--- src/logic/tcd_pkg.sv ---
// Constants and types for the two-wire thermometer/clock command decoder.
// Assumes a 50 MHz system clock and a bus master that drives the serial clock.
// What this block does
// Stop-convert 22h lets the running conversion finish, then stays idle.
// Read temperature AAh returns last result, high byte first, then low byte.
// Master reads one temperature byte for whole degrees, two for finer.
// Read counter A8h returns one byte of residual count.
// Read slope A9h returns one byte of counts per degree.
// Access clock C0h writes clock registers on write, reads them on read.
// Access clock alarm C7h writes or reads the clock alarm registers.
// Master sends a start address after clock commands, then N bytes.
// Clock alarm flag clears only on clock or clock-alarm data access.
// Access A1h writes two bytes of upper threshold; read returns it.
// Access A2h writes two bytes of lower threshold; read returns it.
// Memory 17h takes an address, then bytes; pointer wraps 1Fh to 00h.
// Config ACh write takes exactly one byte; read gives config then status.
// Start-convert EEh starts conversions; one-shot needs one per reading.
// A nonvolatile write completes within the nonvolatile write time.
// Master waits the nonvolatile write time before another write.
// Control byte is type 1001, select bits 111, then direction bit.
// Device acknowledges its control byte; next byte is the command.
// Config first byte is writable, second is read-only status.
// Unknown command is refused and changes nothing until the next start.
// Every start or repeated start restarts decoding at the control byte.
package tcd_pkg;
  localparam logic [3:0]  DEV_TYPE      = 4'h9;
  localparam logic [2:0]  DEV_SEL       = 3'h7;
  localparam logic [7:0]  CMD_CONF      = 8'hAC;
  localparam logic [7:0]  CMD_MEM       = 8'h17;
  localparam logic [7:0]  CMD_CONV_GO   = 8'hEE;
  localparam logic [7:0]  CMD_CONV_STOP = 8'h22;
  localparam logic [7:0]  CMD_TEMP      = 8'hAA;
  localparam logic [7:0]  CMD_RESID     = 8'hA8;
  localparam logic [7:0]  CMD_SLOPE     = 8'hA9;
  localparam logic [7:0]  CMD_UPPER     = 8'hA1;
  localparam logic [7:0]  CMD_LOWER     = 8'hA2;
  localparam logic [7:0]  CMD_CLOCK     = 8'hC0;
  localparam logic [7:0]  CMD_CALARM    = 8'hC7;
  localparam logic [7:0]  IDLE_BYTE     = 8'hFF;
  localparam logic [4:0]  MEM_LAST      = 5'h1F;
  localparam logic [4:0]  CLK_MASK      = 5'h07;
  localparam logic [4:0]  CALM_MASK     = 5'h03;
  localparam logic [7:0]  CONF_RST      = 8'h00;
  localparam int          CONF_ONESHOT  = 0;
  // Wishbone register byte offsets
  localparam logic [3:0]  OFS_TEMP      = 4'h0;
  localparam logic [3:0]  OFS_RESID     = 4'h4;
  localparam logic [3:0]  OFS_STATUS    = 4'h8;
  localparam logic [3:0]  OFS_EVENT     = 4'hC;
  localparam int          ST_RUN_BIT    = 0;
  localparam int          ST_STOP_BIT   = 1;
  localparam int          ST_CAF_BIT    = 2;
  localparam int          ST_NV_BIT     = 3;
  // Nonvolatile write time
  localparam longint      CLK_HZ        = 50_000_000;
  localparam longint      NV_WRITE_MS   = 10;
  localparam int          NV_WRITE_CYC  = int'((NV_WRITE_MS * CLK_HZ) / 1000);

  typedef enum logic [2:0] {ST_IDLE, ST_RX, ST_RX_ACK, ST_TX, ST_TX_ACK} tcd_state_t;

  typedef struct packed {
    logic [7:0] slope;
    logic [7:0] remain;
  } tcd_resid_t;
endpackage

--- src/logic/tcd_decoder.sv ---
// Two-wire slave with command decoder for thermometer, thresholds, clock and memory.
// Assumes SCL and SDA arrive asynchronously; conversion results come over Wishbone.
//
// Local design decisions: the register addresses and the Wishbone register port.
`timescale 1ns/1ps
`default_nettype none
module tcd_decoder
  import tcd_pkg::*;
#(
  parameter int NV_CYC = NV_WRITE_CYC
) (
  input  wire logic        mclk_i,
  input  wire logic        arst_n_i,
  input  wire logic        scl_i,
  input  wire logic        sda_i,
  output logic             sda_o,
  output logic             sda_oe_n_o,
  output logic             conv_start_o,
  output logic             conv_run_o,
  output logic             clock_alarm_flag_o,
  output logic [15:0]      upper_temp_threshold_o,
  output logic [15:0]      lower_temp_threshold_o,
  output logic [7:0]       config_o,
  input  wire logic        wb_cyc_i,
  input  wire logic        wb_stb_i,
  input  wire logic        wb_we_i,
  input  wire logic [3:0]  wb_adr_i,
  input  wire logic [3:0]  wb_sel_i,
  input  wire logic [31:0] wb_dat_i,
  output logic [31:0]      wb_dat_o,
  output logic             wb_ack_o
);
  // ==========================================================================
  // Pin synchronisers and bus conditions
  logic scl_s1, scl_s2, scl_s3, sda_s1, sda_s2, sda_s3;
  always_ff @(posedge mclk_i or negedge arst_n_i) begin
    if (!arst_n_i) begin
      {scl_s1, scl_s2, scl_s3} <= 3'h7;
      {sda_s1, sda_s2, sda_s3} <= 3'h7;
    end else begin
      {scl_s1, scl_s2, scl_s3} <= {scl_i, scl_s1, scl_s2};
      {sda_s1, sda_s2, sda_s3} <= {sda_i, sda_s1, sda_s2};
    end
  end
  wire scl_rise  = scl_s2 & ~scl_s3;
  wire scl_fall  = ~scl_s2 & scl_s3;
  wire start_det = scl_s2 & scl_s3 & sda_s3 & ~sda_s2;
  wire stop_det  = scl_s2 & scl_s3 & ~sda_s3 & sda_s2;

  // ==========================================================================
  // State
  tcd_state_t  state_reg;
  logic [7:0]  shift_reg, cmd_reg, config_reg;
  logic [3:0]  bit_cnt_reg;
  logic        ctrl_seen_reg, cmd_got_reg, cmd_ok_reg, rw_reg;
  logic [1:0]  idx_reg;
  logic [4:0]  ptr_reg;
  logic [15:0] upper_reg, lower_reg, temp_reg;
  tcd_resid_t  resid_reg;
  logic        caf_reg, run_reg, stop_pend_reg, start_reg, oe_n_reg;
  logic [31:0] nv_cnt_reg;
  logic        wb_ack_reg;
  logic [31:0] wb_dat_reg;
  logic [7:0]  mem [32];
  logic [7:0]  clk_regs [8];
  logic [7:0]  calm_regs [4];

  // ==========================================================================
  // Byte decode
  wire rx_done    = (state_reg == ST_RX) && (bit_cnt_reg == 4'h8) && scl_fall;
  wire ctrl_match = (shift_reg[7:1] == {DEV_TYPE, DEV_SEL});
  wire cmd_known  = (shift_reg == CMD_CONF)  || (shift_reg == CMD_MEM)
                 || (shift_reg == CMD_CONV_GO) || (shift_reg == CMD_CONV_STOP)
                 || (shift_reg == CMD_TEMP)  || (shift_reg == CMD_RESID)
                 || (shift_reg == CMD_SLOPE) || (shift_reg == CMD_UPPER)
                 || (shift_reg == CMD_LOWER) || (shift_reg == CMD_CLOCK)
                 || (shift_reg == CMD_CALARM);
  wire is_clkcmd  = (cmd_reg == CMD_CLOCK) || (cmd_reg == CMD_CALARM);
  wire is_addr    = is_clkcmd || (cmd_reg == CMD_MEM);
  wire is_thr     = (cmd_reg == CMD_UPPER) || (cmd_reg == CMD_LOWER);
  wire wr_ok      = cmd_ok_reg && (is_addr || (cmd_reg == CMD_CONF && idx_reg == 2'h0)
                 || (is_thr && idx_reg != 2'h2));
  wire ctrl_byte  = rx_done && !ctrl_seen_reg;
  wire cmd_byte   = rx_done && ctrl_seen_reg && !cmd_got_reg;
  wire data_byte  = rx_done && ctrl_seen_reg && cmd_got_reg;
  wire byte_ack   = ctrl_byte ? ctrl_match : (cmd_byte ? cmd_known : wr_ok);
  wire data_wr    = data_byte && wr_ok;
  wire addr_wr    = data_wr && is_addr && idx_reg == 2'h0;
  wire array_wr   = data_wr && is_addr && idx_reg != 2'h0;
  wire nv_wr      = data_wr && (is_thr || cmd_reg == CMD_CONF);
  wire tx_acked   = (state_reg == ST_TX_ACK) && scl_rise && !sda_s2;
  wire tx_nacked  = (state_reg == ST_TX_ACK) && scl_rise && sda_s2;
  wire go_cmd     = cmd_byte && shift_reg == CMD_CONV_GO;
  wire stop_cmd   = cmd_byte && shift_reg == CMD_CONV_STOP;
  wire caf_clr    = (array_wr || tx_acked) && is_clkcmd && cmd_ok_reg;
  wire [4:0] ptr_mask = (cmd_reg == CMD_CLOCK) ? CLK_MASK
                      : (cmd_reg == CMD_CALARM) ? CALM_MASK : MEM_LAST;
  wire [4:0] ptr_inc  = (ptr_reg + 5'h01) & ptr_mask;
  wire [7:0] status_byte = {4'h0, nv_cnt_reg != 32'h0, caf_reg, stop_pend_reg, run_reg};

  logic [7:0] tx_byte;
  always_comb begin
    tx_byte = IDLE_BYTE;
    if (cmd_ok_reg) begin
      case (cmd_reg)
        CMD_TEMP:   tx_byte = idx_reg == 2'h0 ? temp_reg[15:8] : temp_reg[7:0];
        CMD_RESID:  tx_byte = resid_reg.remain;
        CMD_SLOPE:  tx_byte = resid_reg.slope;
        CMD_CONF:   tx_byte = idx_reg == 2'h0 ? config_reg : status_byte;
        CMD_UPPER:  tx_byte = idx_reg == 2'h0 ? upper_reg[15:8] : upper_reg[7:0];
        CMD_LOWER:  tx_byte = idx_reg == 2'h0 ? lower_reg[15:8] : lower_reg[7:0];
        CMD_MEM:    tx_byte = mem[ptr_reg];
        CMD_CLOCK:  tx_byte = clk_regs[ptr_reg[2:0]];
        CMD_CALARM: tx_byte = calm_regs[ptr_reg[1:0]];
        default:    tx_byte = IDLE_BYTE;
      endcase
    end
  end

  // ==========================================================================
  // Serial byte engine
  always_ff @(posedge mclk_i or negedge arst_n_i) begin
    if (!arst_n_i) begin
      state_reg     <= ST_IDLE;
      shift_reg     <= 8'h00;
      bit_cnt_reg   <= 4'h0;
      ctrl_seen_reg <= 1'b0;
      cmd_got_reg   <= 1'b0;
      oe_n_reg      <= 1'b1;
    end else if (start_det) begin
      state_reg     <= ST_RX;
      bit_cnt_reg   <= 4'h0;
      ctrl_seen_reg <= 1'b0;
      cmd_got_reg   <= 1'b0;
      oe_n_reg      <= 1'b1;
    end else if (stop_det) begin
      state_reg <= ST_IDLE;
      oe_n_reg  <= 1'b1;
    end else begin
      case (state_reg)
        ST_RX: begin
          if (scl_rise) begin
            shift_reg   <= {shift_reg[6:0], sda_s2};
            bit_cnt_reg <= bit_cnt_reg + 4'h1;
          end else if (rx_done) begin
            state_reg     <= byte_ack ? ST_RX_ACK : ST_IDLE;
            oe_n_reg      <= ~byte_ack;
            ctrl_seen_reg <= 1'b1;
            cmd_got_reg   <= ctrl_seen_reg;
          end
        end
        ST_RX_ACK: begin
          if (scl_fall && rw_reg) begin
            state_reg   <= ST_TX;
            shift_reg   <= tx_byte;
            oe_n_reg    <= tx_byte[7];
            bit_cnt_reg <= 4'h1;
          end else if (scl_fall) begin
            state_reg   <= ST_RX;
            oe_n_reg    <= 1'b1;
            bit_cnt_reg <= 4'h0;
          end
        end
        ST_TX: begin
          if (scl_fall && bit_cnt_reg == 4'h8) begin
            state_reg <= ST_TX_ACK;
            oe_n_reg  <= 1'b1;
          end else if (scl_fall) begin
            shift_reg   <= {shift_reg[6:0], 1'b0};
            oe_n_reg    <= shift_reg[6];
            bit_cnt_reg <= bit_cnt_reg + 4'h1;
          end
        end
        ST_TX_ACK: begin
          if (tx_nacked) begin
            state_reg <= ST_IDLE;
          end else if (scl_fall) begin
            state_reg   <= ST_TX;
            shift_reg   <= tx_byte;
            oe_n_reg    <= tx_byte[7];
            bit_cnt_reg <= 4'h1;
          end
        end
        default: begin
          state_reg <= ST_IDLE;
        end
      endcase
    end
  end

  // ==========================================================================
  // Command context and stored registers
  always_ff @(posedge mclk_i or negedge arst_n_i) begin
    if (!arst_n_i) begin
      rw_reg     <= 1'b0;
      cmd_reg    <= 8'h00;
      cmd_ok_reg <= 1'b0;
      idx_reg    <= 2'h0;
      ptr_reg    <= 5'h00;
      config_reg <= CONF_RST;
      upper_reg  <= 16'h0000;
      lower_reg  <= 16'h0000;
    end else begin
      if (start_det) idx_reg <= 2'h0;
      if (ctrl_byte && ctrl_match) rw_reg <= shift_reg[0];
      if (cmd_byte) begin
        cmd_reg    <= shift_reg;
        cmd_ok_reg <= cmd_known;
      end
      if ((data_wr || tx_acked) && idx_reg != 2'h2) idx_reg <= idx_reg + 2'h1;
      if (addr_wr) ptr_reg <= shift_reg[4:0] & ptr_mask;
      else if (array_wr || (tx_acked && is_addr)) ptr_reg <= ptr_inc;
      if (data_wr && cmd_reg == CMD_CONF) config_reg <= shift_reg;
      if (data_wr && cmd_reg == CMD_UPPER) begin
        if (idx_reg == 2'h0) upper_reg[15:8] <= shift_reg;
        else upper_reg[7:0] <= shift_reg;
      end
      if (data_wr && cmd_reg == CMD_LOWER) begin
        if (idx_reg == 2'h0) lower_reg[15:8] <= shift_reg;
        else lower_reg[7:0] <= shift_reg;
      end
    end
  end

  always_ff @(posedge mclk_i) begin
    if (array_wr && cmd_reg == CMD_MEM) mem[ptr_reg] <= shift_reg;
    if (array_wr && cmd_reg == CMD_CLOCK) clk_regs[ptr_reg[2:0]] <= shift_reg;
    if (array_wr && cmd_reg == CMD_CALARM) calm_regs[ptr_reg[1:0]] <= shift_reg;
  end

  // ==========================================================================
  // Conversion control, alarm flag and nonvolatile write timer
  wire wb_req     = wb_cyc_i & wb_stb_i & ~wb_ack_reg;
  wire wb_wr      = wb_req & wb_we_i;
  wire result_in  = wb_wr && wb_adr_i == OFS_TEMP;
  wire caf_set    = wb_wr && wb_adr_i == OFS_EVENT && wb_sel_i[0] && wb_dat_i[0];
  wire run_end    = result_in && (config_reg[CONF_ONESHOT] || stop_pend_reg);

  always_ff @(posedge mclk_i or negedge arst_n_i) begin
    if (!arst_n_i) begin
      run_reg       <= 1'b0;
      stop_pend_reg <= 1'b0;
      start_reg     <= 1'b0;
      caf_reg       <= 1'b0;
      nv_cnt_reg    <= 32'h0;
    end else begin
      start_reg <= go_cmd;
      if (go_cmd) begin
        run_reg       <= 1'b1;
        stop_pend_reg <= 1'b0;
      end else if (stop_cmd && run_reg) begin
        stop_pend_reg <= 1'b1;
      end else if (run_end) begin
        run_reg       <= 1'b0;
        stop_pend_reg <= 1'b0;
      end
      caf_reg <= caf_set | (caf_reg & ~caf_clr);
      if (nv_wr) nv_cnt_reg <= 32'(NV_CYC);
      else if (nv_cnt_reg != 32'h0) nv_cnt_reg <= nv_cnt_reg - 32'h1;
    end
  end

  // ==========================================================================
  // Wishbone slave, answers one cycle after the request
  wire [31:0] wb_rd = (wb_adr_i == OFS_TEMP)   ? {16'h0000, temp_reg}
                    : (wb_adr_i == OFS_RESID)  ? {16'h0000, resid_reg}
                    : (wb_adr_i == OFS_STATUS) ? {24'h000000, status_byte}
                    : 32'h00000000;

  always_ff @(posedge mclk_i or negedge arst_n_i) begin
    if (!arst_n_i) begin
      wb_ack_reg <= 1'b0;
      wb_dat_reg <= 32'h0;
      temp_reg   <= 16'h0000;
      resid_reg  <= '0;
    end else begin
      wb_ack_reg <= wb_req;
      wb_dat_reg <= wb_req ? wb_rd : 32'h0;
      if (result_in && wb_sel_i[0]) temp_reg[7:0] <= wb_dat_i[7:0];
      if (result_in && wb_sel_i[1]) temp_reg[15:8] <= wb_dat_i[15:8];
      if (wb_wr && wb_adr_i == OFS_RESID && wb_sel_i[0]) resid_reg.remain <= wb_dat_i[7:0];
      if (wb_wr && wb_adr_i == OFS_RESID && wb_sel_i[1]) resid_reg.slope <= wb_dat_i[15:8];
    end
  end

  assign sda_o                  = 1'b0;
  assign sda_oe_n_o             = oe_n_reg;
  assign conv_start_o           = start_reg;
  assign conv_run_o             = run_reg;
  assign clock_alarm_flag_o     = caf_reg;
  assign upper_temp_threshold_o = upper_reg;
  assign lower_temp_threshold_o = lower_reg;
  assign config_o               = config_reg;
  assign wb_dat_o               = wb_dat_reg;
  assign wb_ack_o               = wb_ack_reg;
endmodule // tcd_decoder
`default_nettype wire

--- config.mk ---
export PLATFORM = sky130hd
export DESIGN_NAME = tcd_decoder
export DESIGN_NICKNAME = d
export VERILOG_FILES = /design/src/logic/tcd_pkg.sv /design/src/logic/tcd_decoder.sv
export SDC_FILE = /design/constraint.sdc
export NUM_CORES = 1
export LEC_CHECK = 0
export CORE_UTILIZATION = 59
export CTS_CLUSTER_DIAMETER = 200
export DETAILED_ROUTE_END_ITERATION = 10
export DONT_BUFFER_PORTS = 1
export GPL_TIMING_DRIVEN = 0
export PLACE_DENSITY = 0.8
export SETUP_SLACK_MARGIN = 0.2
export SYNTH_ARGS = -nofsm -noshare
export SYNTH_HDL_FRONTEND = slang
export SYNTH_SLANG_ARGS = --single-unit
--- constraint.sdc ---
create_clock -name mclk_i -period 4.34 [get_ports mclk_i]
set_input_delay 0.434 -clock mclk_i [delete_from_list [all_inputs] [get_ports mclk_i]]
set_output_delay 0.434 -clock mclk_i [all_outputs]
set_load 0.03 [all_outputs]
==> results of run 1 <==
## worst max-delay path: cells and delay by family, from the launching register on
kind                   cells  cell delay [ns]
buffers and inverters      1             0.38
AO/OA/AOI/OAI              1             0.72
flip-flops                 1             0.60
AND/OR/NAND/NOR            4             1.96
## worst paths after layout
check	startpoint	endpoint	slack (ns)
max	scl_s3$_DFF_PN1_	clk_regs[0][6]$_DFFE_PP_	0.29
min	arst_n_i	nv_cnt_reg[26]$_DFFE_PN0P_	-0.45
min reg2reg	sda_s1$_DFF_PN1_	sda_s2$_DFF_PN1_	0.35
min in group mclk_i	wb_dat_i[4]	resid_reg[4]$_DFFE_PN0P_	0
max reg2reg	scl_s3$_DFF_PN1_	clk_regs[0][6]$_DFFE_PP_	0.29
max in group asynchronous	arst_n_i	temp_reg[14]$_DFFE_PN0P_	4.43
## final cells by class
type	count	area, sq um
sequential	518	14700
fill	2368	12100
multi-input combinational	799	7160
clock buffer	73	1440
tap	504	631
buffer	89	428
clock inverter	19	178
timing repair buffer	16	160
inverter	18	67.6
## power by group through the flow
stage | registers [uW] | logic, uW | clock network [uW]
final | 6460 | 458 | 4340
after global routing | 6480 | 488 | 4500
after CTS | 6450 | 441 | 4330
after detailed placement | 6540 | 423 | 0
after global placement | 6500 | 412 | 0
after floorplan | 6250 | 300 | 0
## cells in the final DEF, fill, tap and decap left out, types with 6 or more instances in the layout
master	n
nor2_2	9
or3_1	14
o21ai_0	19
a22oi_1	18
nand2b_1	12
buf_1	9
mux2i_1	42
nor3_1	27
nor2_1	104
and3_1	12
inv_1	17
dfrtp_1	152
o22ai_1	16
clkinv_2	6
nand4_1	10
nand3_1	18
nor2b_1	11
dlygate4sd3_1	16
a21oi_1	23
nor4_1	18
edfxtp_1	352
mux2_2	88
clkinv_1	9
clkbuf_1	59
nand2_1	65
nand3b_1	6
clkbuf_16	53
xnor2_1	29
dfstp_2	7
ha_1	10
or2_2	8
buf_2	16
buf_4	19
mux4_2	98
o211ai_1	6
dfrtp_2	7
conb_1	17
## per-stage QoR
step | utilization (%) | worst slack [ns]
floorplan | - | 1.27
global placement | 62.4 | -0.155
detailed placement | 62.4 | -0.234
CTS | 67.2 | 0.178
global route | 67.3 | 0.221
finish | 67.3 | 0.286
## kinds of logic (layout without fill, tap and decap cells)
kind of cell | Yosys count | in the layout | share of synthesized area [%]
flops | 518 | 518 | 66.1
simple gates | 364 | 364 | 8.73
mux | 228 | 228 | 16.2
compound gates | 146 | 146 | 4.86
buf+inv | 107 | 215 | 2.21
xor+xnor | 34 | 34 | 1.34
fa+ha+maj | 10 | 10 | 0.561
other cells | 1 | 17 | 0.0168
## per-layer routing
| metal | track usage, % | share of wire (%) | vias to the layer above |
|---|---|---|---|
| met3 | 5.82 | 9.9 | 165 |
| met4 | 10.8 | 3.8 | 0 |
| met2 | 50.7 | 51 | 901 |
| met5 | 0 | 0 | - |
| li1 | - | - | 5631 |
| met1 | 38.8 | 36 | 6890 |
## timing repair
item | 4_1_cts | 5_1_grt
endpoints found under the hold margin | 185 | 167
hold buffers | 15 | 1
resized for setup | 4 | 7
endpoints found under the setup margin | 120 | 101
==> summary.txt, run 1 <==
Timing
  – Total negative setup slack: 0 ns
  – Hold Fails Final Rpt: 167
  – Max Slew Vio Count: 0
  – Setup violators final: 0
  – Setup Skew: 0.0204 ns
  – RSZ-0062 raised after global routing: false
  – Slew HR: 0.0319%
  – Fmax: 247 MHz
  – Final worst-path cycle share: 93.4%
  – Worst Tran Pin Value: 1.50 ns
  – Minimum clock period: 4.05 ns
  – Worst hold slack: -0.455 ns

Drt
  – Average wire per standard cell: 27.8 um
  – Vias post-DR: 13.6k
  – Post-Route WL: 56600 um
  – Vias per cell: 6.67
  – First drt pass iteration count: 6
  – DR DRC count: 0
  – Antenna viol nets, final: 0
  – DRT iter0 DRCs: 1593

Global route
  – Initial antenna violation count: 0
  – Vias in the first global route: 13.8k
  – Overflow after GRT: 0
  – Global-route wire length before repair: 85500 um
  – Pin count of the biggest net entering global routing: 167
  – Total Routing Usage GR: 30.0%

Pwr
  – Leakage: 0.00904 uW
  – Total design power: 11300 uW
  – Worst vdd ir: 438 uV
  – Part of the power in registers: 57.4%
  – Clock network power share: 38.5%
  – Int Power: 8460 uW
  – Pwr per Cell Area: 454 nW/um^2
  – Combinational cell fraction of total power: 4.1%
  – Sw Ratio: 24.9%
  – Switching power total: 2800 uW

CTS
  – H-tree levels: 2
  – CTS root buffer: clkbuf_16
  – CTS sink count: 518
  – CTS tree: built
  – Clock latency on the worst-skew pair: 0.60 ns
  – Reg clk slew, reported paths: 0.06 ns
  – TritonCTS Buffers: 51
  – Setup Fix Bufs, Post-CTS: 0
  – Clk buf depth: 3

Worst setup path
  – CP Launch Type: register
  – CP required: 4.55 ns
  – Critical path class: register to register
  – CP Capture Type: register
  – Crit path DAT: 4.27 ns
  – CP max-delay cell: nor3_1
  – Worst-case reg-to-reg path depth: 6
  – Crit-path cells: nor2b_1, clkbuf_1, nand4_1, a2111oi_4, nand3_1, nor3_1
  – CP peak stage delay: 1.06 ns
  – Worst-path maximum fanout: 10

Placed design
  – Gpl congestion: 0.915
  – Placed Area: 23000 sq um
  – HPWL after DPL: 34700 um
  – Port bufs: 0
  – Placed Cells: 1928

Floorplan
  – Die area: 38600 sq um
  – Ports: 125
  – Initial core utilization: 60.5%
  – Core ar.: 36900 sq um
  – Chip width: 196 um
  – Row count: 70
  – Die H: 196 um

Layout
  – Area Growth Syn to Fin: 11.2%
  – ANT cells: 0
  – Fin cells: 2036
  – Post-route cell area: 24800 sq um
  – Largest reg by FF count: mem
  – Max reg flops: 256
  – Share of layout cells above drive strength 1: 22.6%
  – Nets: 1550

Hold path
  – Hold Path Class: input pin to async pin

Yosys
  – Sequential area share after synthesis: 66.1%
  – Post-synth top cells: 352 x edfxtp_1, 159 x dfrtp_1, 112 x nor2_1
  – Post-Syn Area: 22300 sq um
  – Area leader, netlist: edfxtp_1
  – Most common cell in the synthesized netlist: edfxtp_1
  – Yosys warns: 0
  – Main synth FF type: edfxtp_1
  – Area contributors post-synth: edfxtp_1 47%, dfrtp_1 18%, mux4_2 9.9%
  – EDFF count, synth: 352
  – Yosys reg bits: 518
  – Cell variety after synth: 90
  – Synthesized instance count: 1408
  – Syn avg cell area: 15.8 sq um
  – Top cell type's share of synthesized area: 47.4%
  – Asr flop ratio synth: 32.0%

Run status
  – Status: finished, violations left
  – Violated checks: negative hold slack, max-capacitance violations

Run
  – Max Cap Violations: 1
Note: power is estimated with default switching activity, not from simulation.
==> inputs of run 2 (changes only) <==
Settings changed: ABC_AREA from default to 1, TNS_END_PERCENT from default to 10.
==> summary.txt, run 2 <==
Run status
  – Status: finished clean

CTS
  – H-tree levels: 2 (unchanged)
  – Setup Fix Bufs, Post-CTS: 0 (unchanged)
  – CTS tree: built
  – TritonCTS Buffers: 51 (unchanged)
  – CTS sink count: 518 (unchanged)
  – Clk buf depth: 3 (unchanged)
  – Post_cts resized: 0 (-4)
  – CTS Hold Bufs: 14 (-1)
  – Clock latency on the worst-skew pair: 0.62 ns (+0.02 ns)
  – CTS root buffer: clkbuf_16
  – Reg clk slew, reported paths: 0.06 ns (about the same)

Layout
  – Largest reg by FF count: mem
  – Final-layout fill cell count: 2853 (+20%)
  – Register area: 14700 sq um (unchanged)
  – Nets: 2498 (+61%)
  – Final core occ: 66.5% (-0.79 points)
  – Area Growth Syn to Fin: 11.4%
  – ANT cells: 0 (unchanged)
  – Post-route cell area: 25700 sq um (+3.6%)
  – Share of layout cells above drive strength 1: 7.86% (-15 points)
  – Max reg flops: 256 (unchanged)
  – Commonest non-fill, non-tap cells in the layout: 442 x nor2_1, 434 x nand2_1, 352 x edfxtp_1
  – Multi-input gate area: 7080 sq um (-1.2%)
  – Leading cell type in the layout, fill and taps excluded: nor2_1

Drt
  – Antenna viol nets, final: 0 (unchanged)
  – DRT iter0 DRCs: 2321 (+46%)
  – M1 wire length: 25800 um (+27%)
  – Post-Route WL: 67300 um (+19%)
  – Average wire per standard cell: 22.4 um (-19%)
  – First drt pass iteration count: 6 (unchanged)
  – DR WL met3: 8110 um (+45%)
  – DR DRC count: 0 (unchanged)
  – Top sig layer: met5
  – Vias per cell: 6.00 (-10%)
  – Metal2 WL: 30400 um (+6.3%)
  – Vias post-DR: 18.0k (+33%)

Pwr
  – Leakage: 0.0106 uW (+17%)
  – Pwr per Cell Area: 449 nW/um^2 (-1.1%)
  – Worst vdd ir: 486 uV (+11%)

Placed design
  – Setup WS pre-CTS: 0.566 ns (+0.800 ns)
  – Gpl congestion: 0.980 (+7.2%)
  – Port bufs: 0 (unchanged)
  – HPWL after DPL: 45400 um (+31%)
  – Placed Area: 23900 sq um (+3.8%)

Worst setup path
  – CP max-delay cell: nor2_1
  – Worst-path maximum fanout: 9 (-1)
  – Critical path class: register to register
  – Worst path top cell family by delay: simple AND/OR/NAND/NOR gates
  – CP required: 4.55 ns (about the same)
  – CP Launch Type: register
  – Crit-path cells: inv_1, ha_1, clkinv_1, nor2_4, inv_1, nand3_1, nand2_1, inv_2, nand3_4, nor4_4, nand2_1, nor2_1
  – Bufs and invs on worst path: 4 (+3)
  – Worst-case reg-to-reg path depth: 12 (+6)
  – Critical path depth in cells: 12 (+6)
  – CP peak stage delay: 1.00 ns (-0.06 ns)
  – Crit path DAT: 4.17 ns (-0.10 ns)
  – CP Capture Type: register

Yosys
  – EDFF count, synth: 352 (unchanged)
  – Post-Syn Area: 23100 sq um (+3.5%)
  – Main synth FF type: edfxtp_1
  – Yosys reg bits: 518 (unchanged)
  – Cell variety after synth: 46 (-49%)
  – Syn avg cell area: 9.80 sq um (-38%)
  – Sequential area share after synthesis: 63.8% (-2.2 points)
  – Yosys warns: 0 (unchanged)
  – Most common cell in the synthesized netlist: nor2_1
  – Asr flop ratio synth: 32.0% (unchanged)
  – Synthesized instance count: 2355 (+67%)
  – Area leader, netlist: edfxtp_1
  – Area contributors post-synth: edfxtp_1 46%, dfrtp_1 17%, nor2_1 7.2%
  – Top cell type's share of synthesized area: 45.8% (-1.6 points)
  – Post-synth top cells: 442 x nor2_1, 434 x nand2_1, 352 x edfxtp_1

Floorplan
  – Chip width: 200 um (+1.7%)
  – Row count: 72 (+2.9%)
  – Die area: 39900 sq um (+3.4%)
  – Initial core utilization: 59.7% (-0.78 points)
  – Core ar.: 38600 sq um (+4.8%)
  – Ports: 125 (unchanged)
  – Die H: 200 um (+1.7%)

Global route
  – Overflow after GRT: 0 (unchanged)
  – Vias in the first global route: 16.9k (+22%)
  – Total Routing Usage GR: 34.2% (+4.2 points)
  – Initial antenna violation count: 1 (+1)
  – Global-route wire length before repair: 99600 um (+17%)
  – Pin count of the biggest net entering global routing: 167 (unchanged)

Timing
  – Hold Fails Final Rpt: 0 (-100%)
  – Worst Tran Pin Value: 1.33 ns (-0.173 ns)
  – Setup Skew: 0.0363 ns (+0.0159 ns)
  – Final worst-path cycle share: 91.2% (-2.2 points)
  – Setup violators final: 0 (unchanged)
  – Slew HR: 10.9% (+11 points)
  – Minimum clock period: 3.96 ns (-0.0949 ns)
  – Fmax: 253 MHz (+2.4%)
  – Max Slew Vio Count: 0 (unchanged)
  – Final setup margin: 0.381 ns (+0.0949 ns)
  – RSZ-0062 raised after global routing: false
  – Total negative setup slack: 0 ns (unchanged)

Hold path
  – Hold Path Class: input pin to register
  – Hold path depth: 2

Run
  – Max Cap Violations: 0 (-1)
run 2: cell types whose count changed after synthesis, moves of 25 or more:
cell      change
mux2i_1      -36
nand2_1     +369
o211ai_1     +25
nor2_1      +330
inv_1       +202
nand3_1      +70
o21ai_0     +257
mux2_2       -88
mux4_2       -98
run 2: layout make-up:
cell class                 instances  area share (%)
buffer                            98            1.85
clock buffer                      71            5.43
clock inverter                    23            1.07
inverter                         227            3.32
multi-input combinational       1528            27.5
sequential                       518            57.4
tap                              518            2.52
timing repair buffer              17           0.906
run 2: report_power, final:
part           internal (uW)  switching, uW  total, uW
combinational            181            490        671
clock                   2550           1910       4460
sequential              5880            520       6400
total                   8610           2920      11500
run 2: path summary, 6_finish.rpt:
| check | start | slack [ns] | end |
|---|---|---|---|
| setup / recovery | idx_reg[0]$_DFFE_PN0P_ | 0.38 | mem[12][0]$_DFFE_PP_ |
| hold / removal | wb_dat_i[12] | 0.03 | resid_reg[12]$_DFFE_PN0P_ |
| setup reg to reg | idx_reg[0]$_DFFE_PN0P_ | 0.38 | mem[12][0]$_DFFE_PP_ |
| hold reg to reg | sda_s1$_DFF_PN1_ | 0.35 | sda_s2$_DFF_PN1_ |
| max in group asynchronous | arst_n_i | 3.10 | shift_reg[3]$_DFFE_PN0P_ |
| min in group asynchronous | arst_n_i | 0.55 | nv_cnt_reg[13]$_DFFE_PN0P_ |
run 2: kinds of logic after synthesis:
kind of cell               Yosys count  share of synthesized area [%]
buffers and inverters              325                           5.75
AOI/OAI and AO/OA                  406                           9.58
xor gates and xnor gates            19                          0.721
adders and majority gates           10                          0.542
other                                1                         0.0163
muxes                                6                          0.260
DFF                                518                           63.8
and+or+nand+nor                   1070                           19.3
run 2: through the flow:
step,hold WS (ns),total power (uW),std cells
6_report,0.0273,11500,3000
2_1_floorplan,0.138,6560,2371
3_3_place_gp,0.142,6990,2889
3_5_place_dp,0.143,7090,2892
5_1_grt,0.0167,11800,3000
4_1_cts,0.00258,11500,3000
run 2: per-layer routing:
layer,track usage [%],up-vias
li1,-,8032
met1,47.6,8649
met2,51.5,1126
met3,7.76,197
met4,15.6,2
met5,0,-
==> inputs of run 3 (changes only) <==
Settings changed: RECOVER_POWER from default to 50.
==> summary.txt, run 3 (same netlist as run 2, synthesis figures left out) <==
Drt
  – Post-Route WL: 67400 um (+0.17%)
  – Average wire per standard cell: 22.5 um (+0.17%)
  – First drt pass iteration count: 6 (unchanged)
  – DRT iter0 DRCs: 2413 (+4.0%)
  – Vias post-DR: 18.0k (+0.12%)
  – Vias per cell: 6.01 (+0.12%)
  – Antenna viol nets, final: 0 (unchanged)
  – DR DRC count: 0 (unchanged)

Run status
  – Status: finished, violations left
  – Violated checks: max-capacitance violations, max-slew violations

CTS
  – Reg clk slew, reported paths: 0.06 ns (about the same)
  – TritonCTS Buffers: 51 (unchanged)
  – Clk buf depth: 3 (unchanged)
  – CTS tree: built
  – H-tree levels: 2 (unchanged)
  – CTS sink count: 518 (unchanged)
  – CTS root buffer: clkbuf_16
  – Clock latency on the worst-skew pair: 0.63 ns (about the same)

Global route
  – Pin count of the biggest net entering global routing: 167 (unchanged)
  – Vias in the first global route: 16.9k (unchanged)
  – Overflow after GRT: 0 (unchanged)
  – Total Routing Usage GR: 34.2% (unchanged)
  – Initial antenna violation count: 1 (unchanged)
  – Global-route wire length before repair: 99600 um (unchanged)

Pwr
  – Sw Ratio: 25.3% (+0.030 points)
  – Combinational cell fraction of total power: 5.3% (-0.5 points)
  – Worst vdd ir: 491 uV (+0.99%)
  – Clock network power share: 38.9% (+0.2 points)
  – Part of the power in registers: 55.8% (+0.3 points)
  – Pwr per Cell Area: 449 nW/um^2 (about the same)
  – Leakage: 0.0105 uW (-0.33%)
  – Total design power: 11500 uW (-0.41%)
  – Int Power: 8570 uW (-0.45%)
  – Switching power total: 2910 uW (-0.29%)

Worst setup path
  – CP max-delay cell: nor2_1
  – Worst-path maximum fanout: 9 (unchanged)
  – Critical path depth in cells: 12 (unchanged)
  – CP peak stage delay: 0.98 ns (-0.02 ns)
  – Bufs and invs on worst path: 4 (unchanged)
  – R2R Path End: mem[12][0]$_DFFE_PP_
  – Crit-path cells: inv_1, ha_1, clkinv_1, nor2_4, inv_1, nand3_1, nand2_1, inv_2, nand3_4, nor4_4, nand2_1, nor2_1
  – Reg-to-Reg Start: idx_reg[0]$_DFFE_PN0P_
  – Critical path class: register to register
  – CP Capture Type: register
  – Worst-case reg-to-reg path depth: 12 (unchanged)
  – Crit path DAT: 4.12 ns (-0.05 ns)
  – CP Launch Type: register
  – CP required: 4.55 ns (about the same)
  – R2R Setup Slk: 0.43 ns (+0.05 ns)
  – Worst path top cell family by delay: simple AND/OR/NAND/NOR gates

Hold path
  – Hold path depth: 2 (unchanged)
  – Min-delay src: wb_dat_i[12]
  – Hold Path Class: input pin to register
  – End of the worst hold path: resid_reg[12]$_DFFE_PN0P_

Placed design
  – Gpl congestion: 0.980 (unchanged)
  – Setup WS pre-CTS: 0.566 ns (unchanged)
  – Port bufs: 0 (unchanged)
  – HPWL after DPL: 45400 um (unchanged)

Floorplan
  – Initial core utilization: 59.7% (unchanged)
  – Core ar.: 38600 sq um (unchanged)
  – Chip width: 200 um (unchanged)
  – Die H: 200 um (unchanged)
  – Die area: 39900 sq um (unchanged)
  – Ports: 125 (unchanged)
  – Row count: 72 (unchanged)

Layout
  – Nets: 2498 (unchanged)
  – Largest reg by FF count: mem
  – Max reg flops: 256 (unchanged)
  – Area Growth Syn to Fin: 10.9%
  – ANT cells: 0 (unchanged)
  – Commonest non-fill, non-tap cells in the layout: 443 x nor2_1, 434 x nand2_1, 352 x edfxtp_1
  – Leading cell type in the layout, fill and taps excluded: nor2_1
  – Share of layout cells above drive strength 1: 7.33% (-0.52 points)

Timing
  – Minimum clock period: 3.91 ns (-0.0510 ns)
  – RSZ-0062 raised after global routing: false
  – Final worst-path cycle share: 90.0% (-1.2 points)
  – Fmax: 256 MHz (+1.3%)
  – Worst hold slack: 0.0265 ns (-0.000847 ns)
  – Hold Fails Final Rpt: 0 (unchanged)
  – Setup violators final: 0 (unchanged)
  – Max Slew Vio Count: 449 (+449)
  – Setup Skew: 0.0379 ns (+0.00165 ns)
  – Slew HR: -54.1% (-65 points)
  – Worst Tran Pin Value: 2.31 ns (+0.984 ns)
  – Final setup margin: 0.432 ns (+0.0510 ns)
  – Total negative setup slack: 0 ns (unchanged)

Run
  – Max Cap Violations: 7 (+7)
run 3: cell count changes in the layout (fill, tap and decap cells not counted):
cell and delta:
dfrtp_1 +7, dfstp_2 -2, buf_16 -3, nor2_1 +1
clkbuf_1 +3, buf_12 -1, dfstp_1 +2, clkbuf_4 +1
dfrtp_2 -7, nor2_2 -1
run 3: worst max path at each step:
stage                                 from                        to  slack, ns
finish              idx_reg[0]$_DFFE_PN0P_      mem[12][0]$_DFFE_PP_       0.43
CTS                 idx_reg[0]$_DFFE_PN0P_      mem[12][0]$_DFFE_PP_       0.53
floorplan           idx_reg[0]$_DFFE_PN0P_  clk_regs[7][0]$_DFFE_PP_       1.75
detailed placement  idx_reg[0]$_DFFE_PN0P_      mem[12][2]$_DFFE_PP_       0.57
global route        idx_reg[0]$_DFFE_PN0P_      mem[13][3]$_DFFE_PP_       0.23
global placement    idx_reg[0]$_DFFE_PN0P_      mem[11][1]$_DFFE_PP_       0.65
run 3: through the flow:
stage	cell area, sq um	util (%)	cells
2_1_floorplan	23100	-	2371
3_3_place_gp	23800	61.5	2889
3_5_place_dp	23900	61.8	2892
4_1_cts	25700	66.5	3000
5_1_grt	25600	66.2	3000
6_report	25600	66.2	3000
run 3: cell type report:
cell class,instances,area (sq um)
flip-flops and latches,518,14700
fillers,2869,13000
multi-input cells,1528,7070
clock buffers,71,1400
inverters,227,852
well taps,518,648
plain buffers,98,475
clock inverters,23,275
repair buffers,17,149
run 3: power by group through the flow:
| stage | Combinational (uW) | Clock [uW] | Sequential [uW] |
|---|---|---|---|
| 2_1_floorplan | 271 | 0 | 6290 |
| 3_3_place_gp | 397 | 0 | 6600 |
| 3_5_place_dp | 609 | 0 | 6480 |
| 4_1_cts | 655 | 4450 | 6380 |
| 5_1_grt | 659 | 4640 | 6430 |
| 6_report | 610 | 4460 | 6410 |
run 3: per-layer routing:
metal / track usage, % / vias to the layer above / part of all wire (%)
met2: 51.5 / 1150 / 45
met3: 7.76 / 196 / 12
met1: 47.6 / 8647 / 38
met4: 15.6 / 2 / 4.3
li1: - / 8033 / -
met5: 0 / - / 0.019
run 3: repair_timing:
| action | CTS | global route |
|---|---|---|
| setup buffers | 0 | 0 |
| hold buffers | 14 | 0 |
| resized for setup | 0 | 0 |
| endpoints found under the setup margin | 0 | 0 |
| hold endpoints to repair | 182 | 0 |
